===== src/verilog/dss_pkg.sv =====
// Constants and types for the deep sleep state sequencer.
// Assumes a single bus clock domain; the bus clock may stop during deep sleep.
//
// Functional notes
// - Deep sleep entered only when deep sleep request asserts while in sleep.
// - Deep sleep behaves as deeper sleep except for voltage; only deeper sleep drives the deeper sleep code (code changes to the lowest code at exit).
// - Device works in deep sleep whether bus clock runs or stops.
// - Deeper sleep entered only when deeper request asserts while in deep sleep.
// - Entering deeper sleep drives the deeper sleep voltage identification code.
// - Deeper sleep exit begins when the deeper sleep request deasserts.
// - Extended state first steps performance down to lowest point, then enters.
// - Break from extended state resumes execution at once, raising performance.
// - Extended requests come from idle hints or promotion configuration bits.
// - No multi-step performance transitions in sleep or deep sleep, except hard option.
// - Hard option lowers core voltage to deeper sleep level in deeper sleep.
// - Hard option exits deeper sleep to lowest operating point automatically.

`default_nettype none

package dss_pkg;

   // ************************************************************
   // Widths and codes
   // ************************************************************
   localparam int VID_W = 7;
   localparam int PSTATE_W = 4;
   localparam logic [PSTATE_W-1:0] PSTATE_LOWEST = 4'h0;
   localparam logic [PSTATE_W-1:0] PSTATE_RESET = 4'h0;
   localparam logic [VID_W-1:0] VID_RESET = 7'h00;
   // Cycles taken by one performance step; one step moves one operating point.
   localparam logic [3:0] STEP_CYCLES = 4'h4;

   // Low-power state requested by the core.
   typedef enum logic [1:0] {
      CST_HALT,
      CST_STOP_GRANT,
      CST_DEEPER
   } dss_cstate_type;

   typedef enum {
      ST_ACTIVE,
      ST_STEP_DOWN,
      ST_LOW,
      ST_SLEEP,
      ST_DEEP,
      ST_DEEPER
   } dss_state_type;

endpackage

`default_nettype wire


===== src/verilog/dss_sequencer.sv =====
// Deep and deeper sleep sequencer with extended low-power state handling.
// Assumes the chipset drives the two active-low request pins synchronously to mclk,
// and that mclk may stop while in deep or deeper sleep.

`default_nettype none

module dss_sequencer (
   input wire logic mclk,
   input wire logic sys_rst,
   input wire logic lowPowerReq,
   input wire dss_pkg::dss_cstate_type lowPowerState,
   input wire logic subStateHint,
   input wire logic promoteHalt,
   input wire logic promoteStopGrant,
   input wire logic promoteDeeper,
   input wire logic hard_extended_deeper_sleep_option,
   input wire logic breakEvent,
   input wire logic sleepEnter,
   input wire logic deep_sleep_req_n,
   input wire logic deeper_sleep_req_n,
   input wire logic [dss_pkg::PSTATE_W-1:0] requestedPstate,
   input wire logic [dss_pkg::VID_W-1:0] activeVid,
   input wire logic [dss_pkg::VID_W-1:0] lowestVid,
   input wire logic [dss_pkg::VID_W-1:0] deeperVid,
   output logic [dss_pkg::VID_W-1:0] voltage_id_code,
   output logic [dss_pkg::PSTATE_W-1:0] currentPstate,
   output logic executing,
   output logic inDeepSleep,
   output logic inDeeperSleep,
   output logic extendedActive
);

   // ************************************************************
   // State
   // ************************************************************
   dss_pkg::dss_state_type state_reg;
   logic extended_reg;
   logic [dss_pkg::PSTATE_W-1:0] pstate_reg;
   logic [dss_pkg::PSTATE_W-1:0] target_reg;
   logic [3:0] stepCnt_reg;
   logic [dss_pkg::VID_W-1:0] vid_reg;
   logic extendedReq;
   logic stepping;
   logic atTarget;

   // Decides whether a request is extended, from a hint or a promotion bit.
   function automatic logic isExtended(input dss_pkg::dss_cstate_type cs, input logic hint,
         input logic pH, input logic pS, input logic pD);
      logic promo;
      promo = 1'b0;
      unique case (cs)
         dss_pkg::CST_HALT: promo = pH;
         dss_pkg::CST_STOP_GRANT: promo = pS;
         dss_pkg::CST_DEEPER: promo = pD;
      endcase
      return hint | promo;
   endfunction

   assign extendedReq = isExtended(lowPowerState, subStateHint, promoteHalt,
                                   promoteStopGrant, promoteDeeper);

   // Stepping is allowed only in ST_ACTIVE and ST_STEP_DOWN; ST_LOW and the sleep states freeze it.
   // no stepping asleep
   assign stepping = (state_reg == dss_pkg::ST_ACTIVE) || (state_reg == dss_pkg::ST_STEP_DOWN);
   assign atTarget = (pstate_reg == target_reg);

   // ************************************************************
   // Sleep sequencing
   // ************************************************************
   // Deep sleep and deeper sleep are separate states: both stop the core, only the voltage differs.
   always_ff @(posedge mclk) begin
      if (sys_rst) begin
         state_reg <= dss_pkg::ST_ACTIVE;
         extended_reg <= 1'b0;
      end else begin
         unique case (state_reg)
            dss_pkg::ST_ACTIVE: begin
               if (lowPowerReq) begin
                  extended_reg <= extendedReq;
                  state_reg <= extendedReq ? dss_pkg::ST_STEP_DOWN : dss_pkg::ST_LOW;
               end
            end
            dss_pkg::ST_STEP_DOWN: begin
               if (breakEvent) begin
                  state_reg <= dss_pkg::ST_ACTIVE;
               end else if (pstate_reg == dss_pkg::PSTATE_LOWEST) begin
                  state_reg <= dss_pkg::ST_LOW;
               end
            end
            dss_pkg::ST_LOW: begin
               if (breakEvent) begin
                  state_reg <= dss_pkg::ST_ACTIVE;
               end else if (sleepEnter) begin
                  state_reg <= dss_pkg::ST_SLEEP;
               end
            end
            dss_pkg::ST_SLEEP: begin
               if (!deep_sleep_req_n) begin
                  state_reg <= dss_pkg::ST_DEEP;
               end else if (!sleepEnter) begin
                  state_reg <= dss_pkg::ST_LOW;
               end
            end
            dss_pkg::ST_DEEP: begin
               if (!deeper_sleep_req_n) begin
                  state_reg <= dss_pkg::ST_DEEPER;
               end else if (deep_sleep_req_n) begin
                  state_reg <= dss_pkg::ST_SLEEP;
               end
            end
            dss_pkg::ST_DEEPER: begin
               if (deeper_sleep_req_n) begin
                  state_reg <= dss_pkg::ST_DEEP;
               end
            end
         endcase
      end
   end

   // ************************************************************
   // Performance state stepping
   // ************************************************************
   // Target is lowest while an extended entry or a hard-option exit is pending.
   always_ff @(posedge mclk) begin
      if (sys_rst) begin
         target_reg <= dss_pkg::PSTATE_RESET;
      end else if (state_reg == dss_pkg::ST_DEEPER && deeper_sleep_req_n
            && hard_extended_deeper_sleep_option) begin
         target_reg <= dss_pkg::PSTATE_LOWEST;
      end else if (state_reg == dss_pkg::ST_STEP_DOWN && !breakEvent) begin
         target_reg <= dss_pkg::PSTATE_LOWEST;
      end else if (state_reg == dss_pkg::ST_ACTIVE) begin
         target_reg <= requestedPstate;
      end
   end

   // One operating point per STEP_CYCLES in ST_ACTIVE so the voltage can settle; ST_STEP_DOWN and the hard-option exit go to lowest in one cycle.
   always_ff @(posedge mclk) begin
      if (sys_rst) begin
         pstate_reg <= dss_pkg::PSTATE_RESET;
         stepCnt_reg <= 4'h0;
      end else if (state_reg == dss_pkg::ST_DEEPER && deeper_sleep_req_n
            && hard_extended_deeper_sleep_option) begin
         // exit to lowest
         // The hard option is the one case allowed to move the point outside the active states.
         pstate_reg <= dss_pkg::PSTATE_LOWEST;
         stepCnt_reg <= 4'h0;
      end else if (state_reg == dss_pkg::ST_STEP_DOWN) begin
         pstate_reg <= dss_pkg::PSTATE_LOWEST;
         stepCnt_reg <= 4'h0;
      end else if (stepping && !atTarget) begin
         if (stepCnt_reg == dss_pkg::STEP_CYCLES - 4'h1) begin
            stepCnt_reg <= 4'h0;
            pstate_reg <= (pstate_reg < target_reg) ? pstate_reg + 4'h1 : pstate_reg - 4'h1;
         end else begin
            stepCnt_reg <= stepCnt_reg + 4'h1;
         end
      end else begin
         stepCnt_reg <= 4'h0;
      end
   end

   // ************************************************************
   // Voltage identification
   // ************************************************************
   always_ff @(posedge mclk) begin
      if (sys_rst) begin
         vid_reg <= dss_pkg::VID_RESET;
      end else if (state_reg == dss_pkg::ST_DEEPER && !deeper_sleep_req_n) begin
         vid_reg <= deeperVid;
      end else if (state_reg == dss_pkg::ST_DEEPER
            || (state_reg != dss_pkg::ST_ACTIVE && pstate_reg == dss_pkg::PSTATE_LOWEST)) begin
         vid_reg <= lowestVid;
      end else if (state_reg == dss_pkg::ST_ACTIVE || state_reg == dss_pkg::ST_STEP_DOWN) begin
         vid_reg <= (pstate_reg == dss_pkg::PSTATE_LOWEST) ? lowestVid : activeVid;
      end
   end

   // Status outputs are registered copies so every output comes from a flip-flop.
   always_ff @(posedge mclk) begin
      if (sys_rst) begin
         executing <= 1'b1;
         inDeepSleep <= 1'b0;
         inDeeperSleep <= 1'b0;
         extendedActive <= 1'b0;
      end else begin
         executing <= (state_reg == dss_pkg::ST_ACTIVE);
         inDeepSleep <= (state_reg == dss_pkg::ST_DEEP) || (state_reg == dss_pkg::ST_DEEPER);
         inDeeperSleep <= (state_reg == dss_pkg::ST_DEEPER);
         extendedActive <= extended_reg && (state_reg != dss_pkg::ST_ACTIVE);
      end
   end

   assign voltage_id_code = vid_reg;
   assign currentPstate = pstate_reg;

endmodule

`default_nettype wire

===== config.mk =====
export PLATFORM = sky130hd
export DESIGN_NAME = dss_sequencer
export DESIGN_NICKNAME = d
export VERILOG_FILES = /design/src/verilog/dss_pkg.sv /design/src/verilog/dss_sequencer.sv
export SDC_FILE = /design/constraint.sdc
export NUM_CORES = 1
export LEC_CHECK = 0
export BUFFER_PORTS_ARGS = -buffer_cell sky130_fd_sc_hd__buf_4
export CORE_MARGIN = 2
export CORE_UTILIZATION = 49
export CTS_CLUSTER_DIAMETER = 80
export CTS_CLUSTER_SIZE = 16
export DETAILED_ROUTE_END_ITERATION = 8
export GPL_TIMING_DRIVEN = 0
export HOLD_SLACK_MARGIN = 0.06
export PLACE_DENSITY_LB_ADDON = 0.3
export RECOVER_POWER = 100
export SLEW_MARGIN = 25
export SYNTH_ARGS = -nofsm -noshare
export SYNTH_HDL_FRONTEND = slang
export SYNTH_SLANG_ARGS = --single-unit
export TNS_END_PERCENT = 20

===== constraint.sdc =====
create_clock -name mclk -period 3.4 [get_ports mclk]
set_clock_uncertainty 0.15 [all_clocks]
set_input_delay 0.51 -clock mclk [delete_from_list [all_inputs] [get_ports mclk]]
set_output_delay 0.51 -clock mclk [all_outputs]
set_load 0.005 [all_outputs]

Word-level counts from Yosys, hierarchy flattened
Index checks and enable logic that the tools add are counted.
{"block": "word_totals", "regBits": 56, "inputBits": 39, "wordCells": 77}
{"block": "op_classes", "addsub": 3, "n_lt_le_gt_ge": 1, "eq_ne": 18, "n_mux": 18, "bitwise_logic": 2, "reduce_logical": 25}
{"operator": "$mux 32", "count": 10}
{"operator": "$pmux 32 s6", "count": 1}
{"operator": "$eq 32x2->1 const B", "count": 3}
{"operator": "$eq 32x3->1 const B", "count": 2}
{"operator": "$eq 32x4->1 const B", "count": 2}
{"operator": "$logic_not 32->1", "count": 2}
{"operator": "$eq 32x1->1 const B", "count": 1}
{"operator": "$reduce_bool 32->1", "count": 1}
{"operator": "$mux 7", "count": 4}
{"operator": "$ne 3x3->1 const B", "count": 4}
{"operator": "$add 4x1->4 const B", "count": 2}
{"operator": "$logic_and 1x1->1", "count": 7}
{"operator": "$reduce_and 6->1", "count": 1}
{"operator": "$reduce_or 3->1", "count": 2}
{"operator": "$reduce_or 5->1", "count": 1}
{"operator": "$eq 4x2->1 const B", "count": 1}
{"operator": "$eq 4x4->1", "count": 1}
{"operator": "$logic_not 4->1", "count": 1}
{"operator": "$lt 4x4->1", "count": 1}
{"operator": "$mux 4", "count": 1}
{"operator": "$ne 2x2->1 const B", "count": 2}
{"operator": "$reduce_and 2->1", "count": 2}
{"operator": "$sub 4x1->4 const B", "count": 1}
{"operator": "$logic_not 1->1", "count": 3}
{"operator": "other kinds (9)", "count": 11}

Logic depth before layout (Yosys ltp)
Gate-level depths: netlist of the first run.
{"block": "logic_depth", "depth_word": 6, "depth_mapped": 11, "mapped_depth_nobuf": 11}

Worst setup path before layout of the first run
Ideal clock, no wire load.
{"block": "synth_path", "path_type": "register to register", "from": "register pstate_reg (netlist bit currentPstate[1])", "to": "register pstate_reg (netlist bit currentPstate[3])", "setup_ns": 0.121, "arrival_ns": 2.408, "t_required_ns": 3.129, "slack_ns": 0.722, "stages_incl_launch_ff": 11, "synth_period_minus_slack_ns": 2.678, "cell_sequence": "dfxtp_1 -> ha_1 -> nor2b_1 -> o211ai_1 -> nand2_1 -> ha_1 -> a21oi_1 -> nor2b_1 -> a211o_1 -> a21oi_1 -> mux2_2"}
{"block": "synth_between", "elab_chain_len": 4, "elab_cells_between_ends": 8}
{"element": "from (decl)", "line_no": "dss_sequencer.sv:38", "source": "logic [dss_pkg::PSTATE_W-1:0] pstate_reg;"}
{"element": "from (signal assigned)", "line_no": "dss_sequencer.sv:140", "source": "pstate_reg <= dss_pkg::PSTATE_RESET;"}
{"element": "from (signal assigned)", "line_no": "dss_sequencer.sv:146", "source": "pstate_reg <= dss_pkg::PSTATE_LOWEST;"}
{"element": "from (signal assigned)", "line_no": "dss_sequencer.sv:149", "source": "pstate_reg <= dss_pkg::PSTATE_LOWEST;"}
{"element": "parallel branches: the longest is 4 deep, another holds $sub 4x1->4"}
Parallel ways; which one is timed is not known.
A chain may end at the register's enable or synchronous reset.

Worst setup path in the final report of the first run
Same ends and word-level chain as after synthesis.

==> results.ini, run 1 <==
[pwr]
vdd_drop_max_mv = 0.285
total_power_uw = 1080
power.leakage_uw = 0.000875
power_density_mw_per_mm2 = 544

[yosys]
syn_area_mm2 = 0.00154
yosysTopAreaCell = dfxtp_1
synthTopCellsByCount = dfxtp_1, nor2_1, nand2_1, a21oi_1
synth-main-ff-cell = dfxtp_1
synth_edf_count = 0
synth_area_leaders = dfxtp_1, ha_1, nor2_1
yosysMostFrequentCell = dfxtp_1
ys_seq_area_share_pct = 35.1
async_reset_ff_share_pct = 0
synth_cell_type_count = 45
synth_top_area_share_pct = 35.1
syn_avg_cell_area_um2 = 8.66
ys_ff_latch = 27
yosysWarnings = 0
syn_inst = 178
postSynthNetCount = 227

[place]
gp_congestion = 0.815
io_buffers = 53
place_hpwl_mm = 2.75

[final_layout]
largest_reg_flops = 7
drive_gt1_share_pct = 28.9
fin_nets = 285
syn_to_final_growth_pct = 29.0
final_util_pct = 65.7
diodes = 0
n_fill_cell = 269

[floorplan]
die_w_um = 60.1
die_h_um = 60.1
core_mm2 = 0.00303
dieArea_mm2 = 0.00361
rows = 20
start_util_pct = 50.9
ios = 54

[drt]
drt_iter0_drc = 56
dr.pass1.iters = 4
drtAntennaViolNets = 0
wl_mm = 3.45
num_vias = 1455
avgViaCountPerCell = 5.22
drc = 0
routedWlPerCell_um = 12.4

[grt]
first_global_vias = 1273
grt-ovfl-total = 0
track_usage_pct = 20.4
grt_pass1_wl_mm = 5.69
antenna_found_initial = 0
grt_max_degree = 17

[timing]
max_slew.worst_pin.slew_ns = 0.697
finalSetupViolCount = 0
rsz0062_at_grt = false
maxSlewViolCount = 0
period_minus_slack_ns = 2.90
fmax_mhz = 345
post-route-period-util_pct = 85.3
final.setup.tns_ns = 0
hold_violations = 0
max_slew_margin_pct = 53.1

[clocking]
cts-buffers-inserted = 3
h-tree-depth = 1
cts_sinks = 27
post_cts_resized = 0
worstSkewPairLatency_ns = 0.33
cts_tree = built
clockBufferDepth = 2
clk_pin_slew_ns = 0.15
post-cts-setup-buffers = 0
ctsHoldBuffers = 0
cts-root-buf = clkbuf_4

[critical_path]
arrival_ns = 2.98
cp-end-kind = flip-flop
crit_fanout = 6
path_class = flip-flop to flip-flop
start_kind = flip-flop
crit_required_ns = 3.48

[run_status]
status = finished clean

[job]
drv_cap = 0

[worst_hold_path]
worst_hold_path_type = input port to flip-flop

placed cells by master (no fill, tap or decap), types with 4 or more instances in the layout:
master,netlist,final
buf_4,0,38
clkbuf_4,0,17
clkbuf_1,1,5
a21oi_1,12,12
nor2_1,23,24
nand2b_1,4,4
a311oi_1,8,8
dfxtp_1,27,27
nor2b_1,5,5
a22oi_1,10,10
ha_1,9,9
inv_1,10,10
nand2_1,22,22
worst max-delay path, cell delays in order, from the launching register on:
cell and delay [ns]:
dfxtp_1 0.53, ha_1 0.30, nor2b_1 0.13, o211ai_1 0.24, nand2_1 0.16, ha_1 0.30, a21oi_1 0.15, nor2b_1 0.08
a211o_1 0.27, a21oi_1 0.15, mux2_2 0.35
kinds of logic (layout without fill, tap and decap cells):
kind of cell             Yosys count  in the layout  synth area share (%)
AO/OA/AOI/OAI                     48             48                  24.6
XOR/XNOR                           4              4                  2.27
adder cells (fa/ha/maj)           10             10                  8.60
buffers and inverters             16             73                  4.71
flip-flops                        27             27                  35.1
multiplexers                       3              3                  2.11
AND/OR/NAND/NOR                   70             70                  22.6
power by group:
part	internal, µW	leakage, µW	switching, µW	total, µW
sequential	378	0.000222	43.2	421
combinational	229	0.000640	289	518
clock	45.0	0.0000139	97.7	143
total	652	0.000875	430	1080
area by class of cell:
class / count / area (µm²) / area share (%)
Inverter: 10 / 37.5 / 1.89
Clock inverter: 1 / 7.51 / 0.378
Multi-Input combinational cell: 135 / 900 / 45.2
Sequential cell: 27 / 541 / 27.2
Buffer: 6 / 31.3 / 1.57
Tap cell: 44 / 55.1 / 2.77
Timing Repair Buffer: 53 / 394 / 19.8
Clock buffer: 3 / 22.5 / 1.13
layer usage:
metal  up-vias  wire length, µm  GRT usage, %
met2        40             1630          30.4
met3         8               91          1.30
li1        755                -             -
met4         0               89          9.21
met1       652             1640          29.9
met5         -                0             0
metrics by stage:
stage                     instance area (µm²)  cells  worst slack [ns]  hold slack (ns)
after floorplan                          1540    178             0.722            0.268
after global placement                   1990    275             0.573            0.280
after detailed placement                 1990    275             0.521            0.295
after CTS                                2020    279             0.489            0.205
after global routing                     1990    279             0.265            0.196
final                                    1990    279             0.499            0.211
path summary, 6_finish.rpt:
check	start	cells past startpoint	end	slack, ns
max reg2reg	currentPstate[1]$_SDFFE_PP0P_	10	currentPstate[3]$_SDFFE_PP0P_	0.50
max	currentPstate[1]$_SDFFE_PP0P_	10	currentPstate[3]$_SDFFE_PP0P_	0.50
min reg2reg	target_reg[0]$_SDFFE_PP0P_	2	target_reg[0]$_SDFFE_PP0P_	0.32
min	sys_rst	2	state_reg[2]$_SDFFE_PP0P_	0.21
(Power assumes the default switching activity.)
==> run 2: changes to the inputs <==
--- a/constraint.sdc
+++ b/constraint.sdc
@@ -3,3 +3,3 @@
 set_input_delay 0.51 -clock mclk [delete_from_list [all_inputs] [get_ports mclk]]
 set_output_delay 0.51 -clock mclk [all_outputs]
-set_load 0.005 [all_outputs]
+set_load 0.1 [all_outputs]
==> results.ini, run 2 (synthesis gave the netlist of run 1 again) <==
[critical_path]
slowest_delay_ns = 0.52  ; about the same
path_class = flip-flop to flip-flop
start_kind = flip-flop
crit_fanout = 6  ; unchanged
cp-end-kind = flip-flop
crit_path_cell_trace = ha_1 -> nor2b_1 -> o211ai_1 -> nand2_1 -> ha_1 -> a21oi_1 -> nor2b_1 -> a211o_1 -> a21oi_1 -> mux2_2
crit_required_ns = 3.47  ; about the same
arrival_ns = 2.96  ; -0.02 ns
r2r_slack_ns = 0.51  ; about the same
critical_path.slowest_cell = dfxtp_1

[job]
drv_cap = 0  ; unchanged

[pwr]
total_power_uw = 1170  ; +8.6%
vdd_drop_max_mv = 0.286  ; +0.40%
power.leakage_uw = 0.000826  ; -5.6%
power_density_mw_per_mm2 = 608  ; +12%

[timing]
post-route-period-util_pct = 85.0  ; -0.31 points
max_slew_margin_pct = 20.8  ; -32 points
hold_violations = 0  ; unchanged
finalSetupViolCount = 0  ; unchanged
final.setup.tns_ns = 0  ; unchanged
max_slew.worst_pin.slew_ns = 1.19  ; +0.496 ns
maxSlewViolCount = 0  ; unchanged
rsz0062_at_grt = false
period_minus_slack_ns = 2.89  ; -0.0105 ns
fmax_mhz = 346  ; +0.36%

[final_layout]
fin_nets = 285  ; unchanged
layout_common_cells = buf_4, dfxtp_1, nor2_1, nand2_1, clkbuf_1
diodes = 0  ; unchanged
drive_gt1_share_pct = 22.1  ; -6.8 points
syn_to_final_growth_pct = 25.4
final_common_cell = buf_4
largest_reg_flops = 7  ; unchanged
n_fill_cell = 280  ; +4.1%
final_cell_count_no_fill = 279  ; unchanged

[grt]
antenna_found_initial = 0  ; unchanged
track_usage_pct = 19.5  ; -0.89 points
first_global_vias = 1336  ; +4.9%
grt_max_degree = 15  ; -2
grt-ovfl-total = 0  ; unchanged
grt_pass1_wl_mm = 5.52  ; -3.0%

[drt]
avgViaCountPerCell = 5.20  ; -0.27%
drc = 0  ; unchanged
routedWlPerCell_um = 12.0  ; -2.8%
wl_mm = 3.36  ; -2.8%
num_vias = 1451  ; -0.27%
drtAntennaViolNets = 0  ; unchanged
drt_iter0_drc = 72  ; +29%
dr.pass1.iters = 4  ; unchanged

[floorplan]
dieArea_mm2 = 0.00361  ; unchanged
rows = 20  ; unchanged
ios = 54  ; unchanged
core_mm2 = 0.00303  ; unchanged
die_h_um = 60.1  ; unchanged
die_w_um = 60.1  ; unchanged
start_util_pct = 50.9  ; unchanged

[place]
dp_cells = 275  ; unchanged
io_buffers = 53  ; unchanged
place_hpwl_mm = 2.75  ; about the same
gp_congestion = 0.829  ; +1.7%

[clocking]
ctsHoldBuffers = 0  ; unchanged
cts_tree = built
post_cts_resized = 0  ; unchanged
clk_pin_slew_ns = 0.14  ; about the same
post-cts-setup-buffers = 0  ; unchanged
cts-buffers-inserted = 3  ; unchanged
clockBufferDepth = 2  ; unchanged
h-tree-depth = 1  ; unchanged
worstSkewPairLatency_ns = 0.31  ; -0.02 ns
cts-root-buf = clkbuf_4
cts_sinks = 27  ; unchanged

[run_status]
status = finished clean

[worst_hold_path]
worst_hold_path_type = input port to flip-flop

-- run 2: area by class of cell --
type,count,area [µm²],share of cell area (%)
timing repair buffer,53,342,17.7
clock buffer,4,26.3,1.36
buffer,6,31.3,1.62
tap,44,55.1,2.85
multi-input combinational,135,901,46.6
sequential,27,541,28.0
inverter,10,37.5,1.94
-- run 2: power by group --
part           internal, µW  switching (µW)
registers               378            41.0
logic                   215             406
clock network          45.8            88.5
total                   639             536
-- run 2: metal layers --
metal  routed length (µm)  GRT usage, %  share of wire [%]
met1                 1540          25.9                 46
met2                 1710          33.2                 51
met3                   76          1.52                2.3
met4                   25          6.67               0.74
met5                    0             0                  0
-- run 2: final timing paths --
| check | start | endpoint | cells after the start |
|---|---|---|---|
| max | currentPstate[1]$_SDFFE_PP0P_ | currentPstate[3]$_SDFFE_PP0P_ | 10 |
| max reg2reg | currentPstate[1]$_SDFFE_PP0P_ | currentPstate[3]$_SDFFE_PP0P_ | 10 |
| min | sys_rst | state_reg[2]$_SDFFE_PP0P_ | 2 |
| min reg2reg | target_reg[0]$_SDFFE_PP0P_ | target_reg[0]$_SDFFE_PP0P_ | 2 |
-- run 2: stage by stage --
step | hold slack [ns] | setup slack (ns) | util, % | area [µm²]
floorplan | 0.268 | 0.177 | - | 1540
global placement | 0.281 | 0.701 | 65.9 | 2000
detailed placement | 0.298 | 0.621 | 65.9 | 2000
CTS | 0.229 | 0.597 | 66.8 | 2020
global route | 0.229 | 0.299 | 63.8 | 1930
finish | 0.234 | 0.510 | 63.8 | 1930
-- run 2: critical path: cells and delay by family (launching register included) --
family                   cells  cell delay [ns]
AO/OA/AOI/OAI                4             0.81
adder cells (fa/ha/maj)      2             0.60
flip-flops                   1             0.52
multiplexers                 1             0.35
AND/OR/NAND/NOR              3             0.36
==> run 3: changes to the inputs <==
--- a/config.mk
+++ b/config.mk
@@ -9,4 +9,5 @@
 export CORE_MARGIN = 2
 export CORE_UTILIZATION = 49
+export CTS_BUF_LIST = sky130_fd_sc_hd__clkbuf_16
 export CTS_CLUSTER_DIAMETER = 80
 export CTS_CLUSTER_SIZE = 16
--- a/constraint.sdc
+++ b/constraint.sdc
@@ -3,3 +3,3 @@
 set_input_delay 0.51 -clock mclk [delete_from_list [all_inputs] [get_ports mclk]]
 set_output_delay 0.51 -clock mclk [all_outputs]
-set_load 0.1 [all_outputs]
+set_load 0.05 [all_outputs]
==> results.ini, run 3 (synthesis gave the netlist of run 1 again) <==
[drt]
routedWlPerCell_um = 12.8  ; +6.4%
drt_iter0_drc = 62  ; -14%
wl_mm = 3.57  ; +6.4%
avgViaCountPerCell = 5.22  ; +0.41%
drtAntennaViolNets = 0  ; unchanged
drc = 0  ; unchanged
dr.pass1.iters = 4  ; unchanged
num_vias = 1457  ; +0.41%

[clocking]
clockBufferDepth = 2  ; unchanged
h-tree-depth = 1  ; unchanged
ctsHoldBuffers = 0  ; unchanged
post-cts-setup-buffers = 0  ; unchanged
clk_pin_slew_ns = 0.07  ; -0.07 ns
cts_tree = built
cts_sinks = 27  ; unchanged
cts-root-buf = clkbuf_16
post_cts_resized = 0  ; unchanged
worstSkewPairLatency_ns = 0.26  ; -0.05 ns
cts-buffers-inserted = 3  ; unchanged

[grt]
first_global_vias = 1305  ; -2.3%
track_usage_pct = 21.1  ; +1.6 points
antenna_found_initial = 0  ; unchanged
grt-ovfl-total = 0  ; unchanged
grt_pass1_wl_mm = 5.86  ; +6.1%
grt_max_degree = 17  ; +2

[pwr]
vdd_drop_max_mv = 0.362  ; +27%
power_density_mw_per_mm2 = 633  ; +4.2%
power.leakage_uw = 0.000848  ; +2.7%

[timing]
period_minus_slack_ns = 2.88  ; -0.00668 ns
finalSetupViolCount = 0  ; unchanged
hold_violations = 0  ; unchanged
final.setup.worst_slack_ns = 0.517  ; +0.00668 ns
final.setup.tns_ns = 0  ; unchanged
max_slew.worst_pin.slew_ns = 0.698  ; -0.496 ns
rsz0062_at_grt = false
max_slew_margin_pct = 53.1  ; +32 points
fmax_mhz = 347  ; +0.23%
post-route-period-util_pct = 84.8  ; -0.20 points
maxSlewViolCount = 0  ; unchanged

[place]
gp_congestion = 0.815  ; -1.7%
place_hpwl_mm = 2.75  ; about the same
place_area_mm2 = 0.00199  ; about the same
io_buffers = 53  ; unchanged
post-place-ws_ns = 0.521  ; -0.0998 ns

[floorplan]
dieArea_mm2 = 0.00361  ; unchanged
core_mm2 = 0.00303  ; unchanged
rows = 20  ; unchanged
die_h_um = 60.1  ; unchanged
ios = 54  ; unchanged
start_util_pct = 50.9  ; unchanged
die_w_um = 60.1  ; unchanged

[critical_path]
path_class = flip-flop to flip-flop
start_kind = flip-flop
arrival_ns = 2.88  ; -0.08 ns
cp-end-kind = flip-flop
crit_required_ns = 3.40  ; -0.07 ns
crit_fanout = 6  ; unchanged

[final_layout]
n_fill_cell = 267  ; -4.6%
final_common_cell = buf_4
fin_nets = 285  ; unchanged
largest_reg_flops = 7  ; unchanged
syn_to_final_growth_pct = 28.8
layout_common_cells = buf_4, dfxtp_1, nor2_1, nand2_1, clkbuf_1
diodes = 0  ; unchanged
drive_gt1_share_pct = 23.0  ; +0.85 points
final_cell_area_mm2 = 0.00199  ; +2.7%
final_util_pct = 65.6  ; +1.7 points

[worst_hold_path]
worst_hold_path_type = flip-flop to flip-flop

[run_status]
status = finished clean

[job]
drv_cap = 0  ; unchanged

-- run 3: worst paths after layout --
path / from / slack, ns / cells after the start / end
max reg2reg: currentPstate[1]$_SDFFE_PP0P_ / 0.52 / 10 / currentPstate[3]$_SDFFE_PP0P_
max: currentPstate[1]$_SDFFE_PP0P_ / 0.52 / 10 / currentPstate[3]$_SDFFE_PP0P_
min reg2reg: target_reg[0]$_SDFFE_PP0P_ / 0.31 / 2 / target_reg[0]$_SDFFE_PP0P_
min: target_reg[0]$_SDFFE_PP0P_ / 0.31 / 2 / target_reg[0]$_SDFFE_PP0P_
-- run 3: per-stage QoR --
step / std cells / hold WS (ns) / power, µW
2_1_floorplan: 178 / 0.268 / 891
3_3_place_gp: 275 / 0.280 / 1030
3_5_place_dp: 275 / 0.295 / 1040
4_1_cts: 279 / 0.297 / 1310
5_1_grt: 279 / 0.333 / 1360
6_report: 279 / 0.309 / 1260
-- run 3: routing by layer --
metal,routed length (µm),GRT usage (%),vias up
met1,1700,31.1,663
met2,1710,31.1,32
met3,93,1.95,6
met4,72,9.21,0
li1,-,-,756
met5,0,0,-
-- run 3: layout make-up --
type                            instances  area [µm²]  share of cell area [%]
Sequential cell                        27         541                    27.2
Clock inverter                          1        7.51                   0.378
Buffer                                  6        32.5                    1.64
Multi-Input combinational cell        135         900                    45.3
Tap cell                               44        55.1                    2.77
Inverter                               10        37.5                    1.89
Timing Repair Buffer                   53         338                    17.0
Clock buffer                            3        75.1                    3.78
-- run 3: worst max-delay path, cell delays in order, from the launching register on --
cell and delay, ns:
dfxtp_1 0.50, ha_1 0.30, nor2b_1 0.13, o211ai_1 0.24, nand2_1 0.16, ha_1 0.30, a21oi_1 0.15, nor2b_1 0.08
a211o_1 0.27, a21oi_1 0.15, mux2_2 0.35
-- run 3: power by group --
group	switching [µW]	internal (µW)
combinational	350	220
clock	106	160
sequential	43.2	378
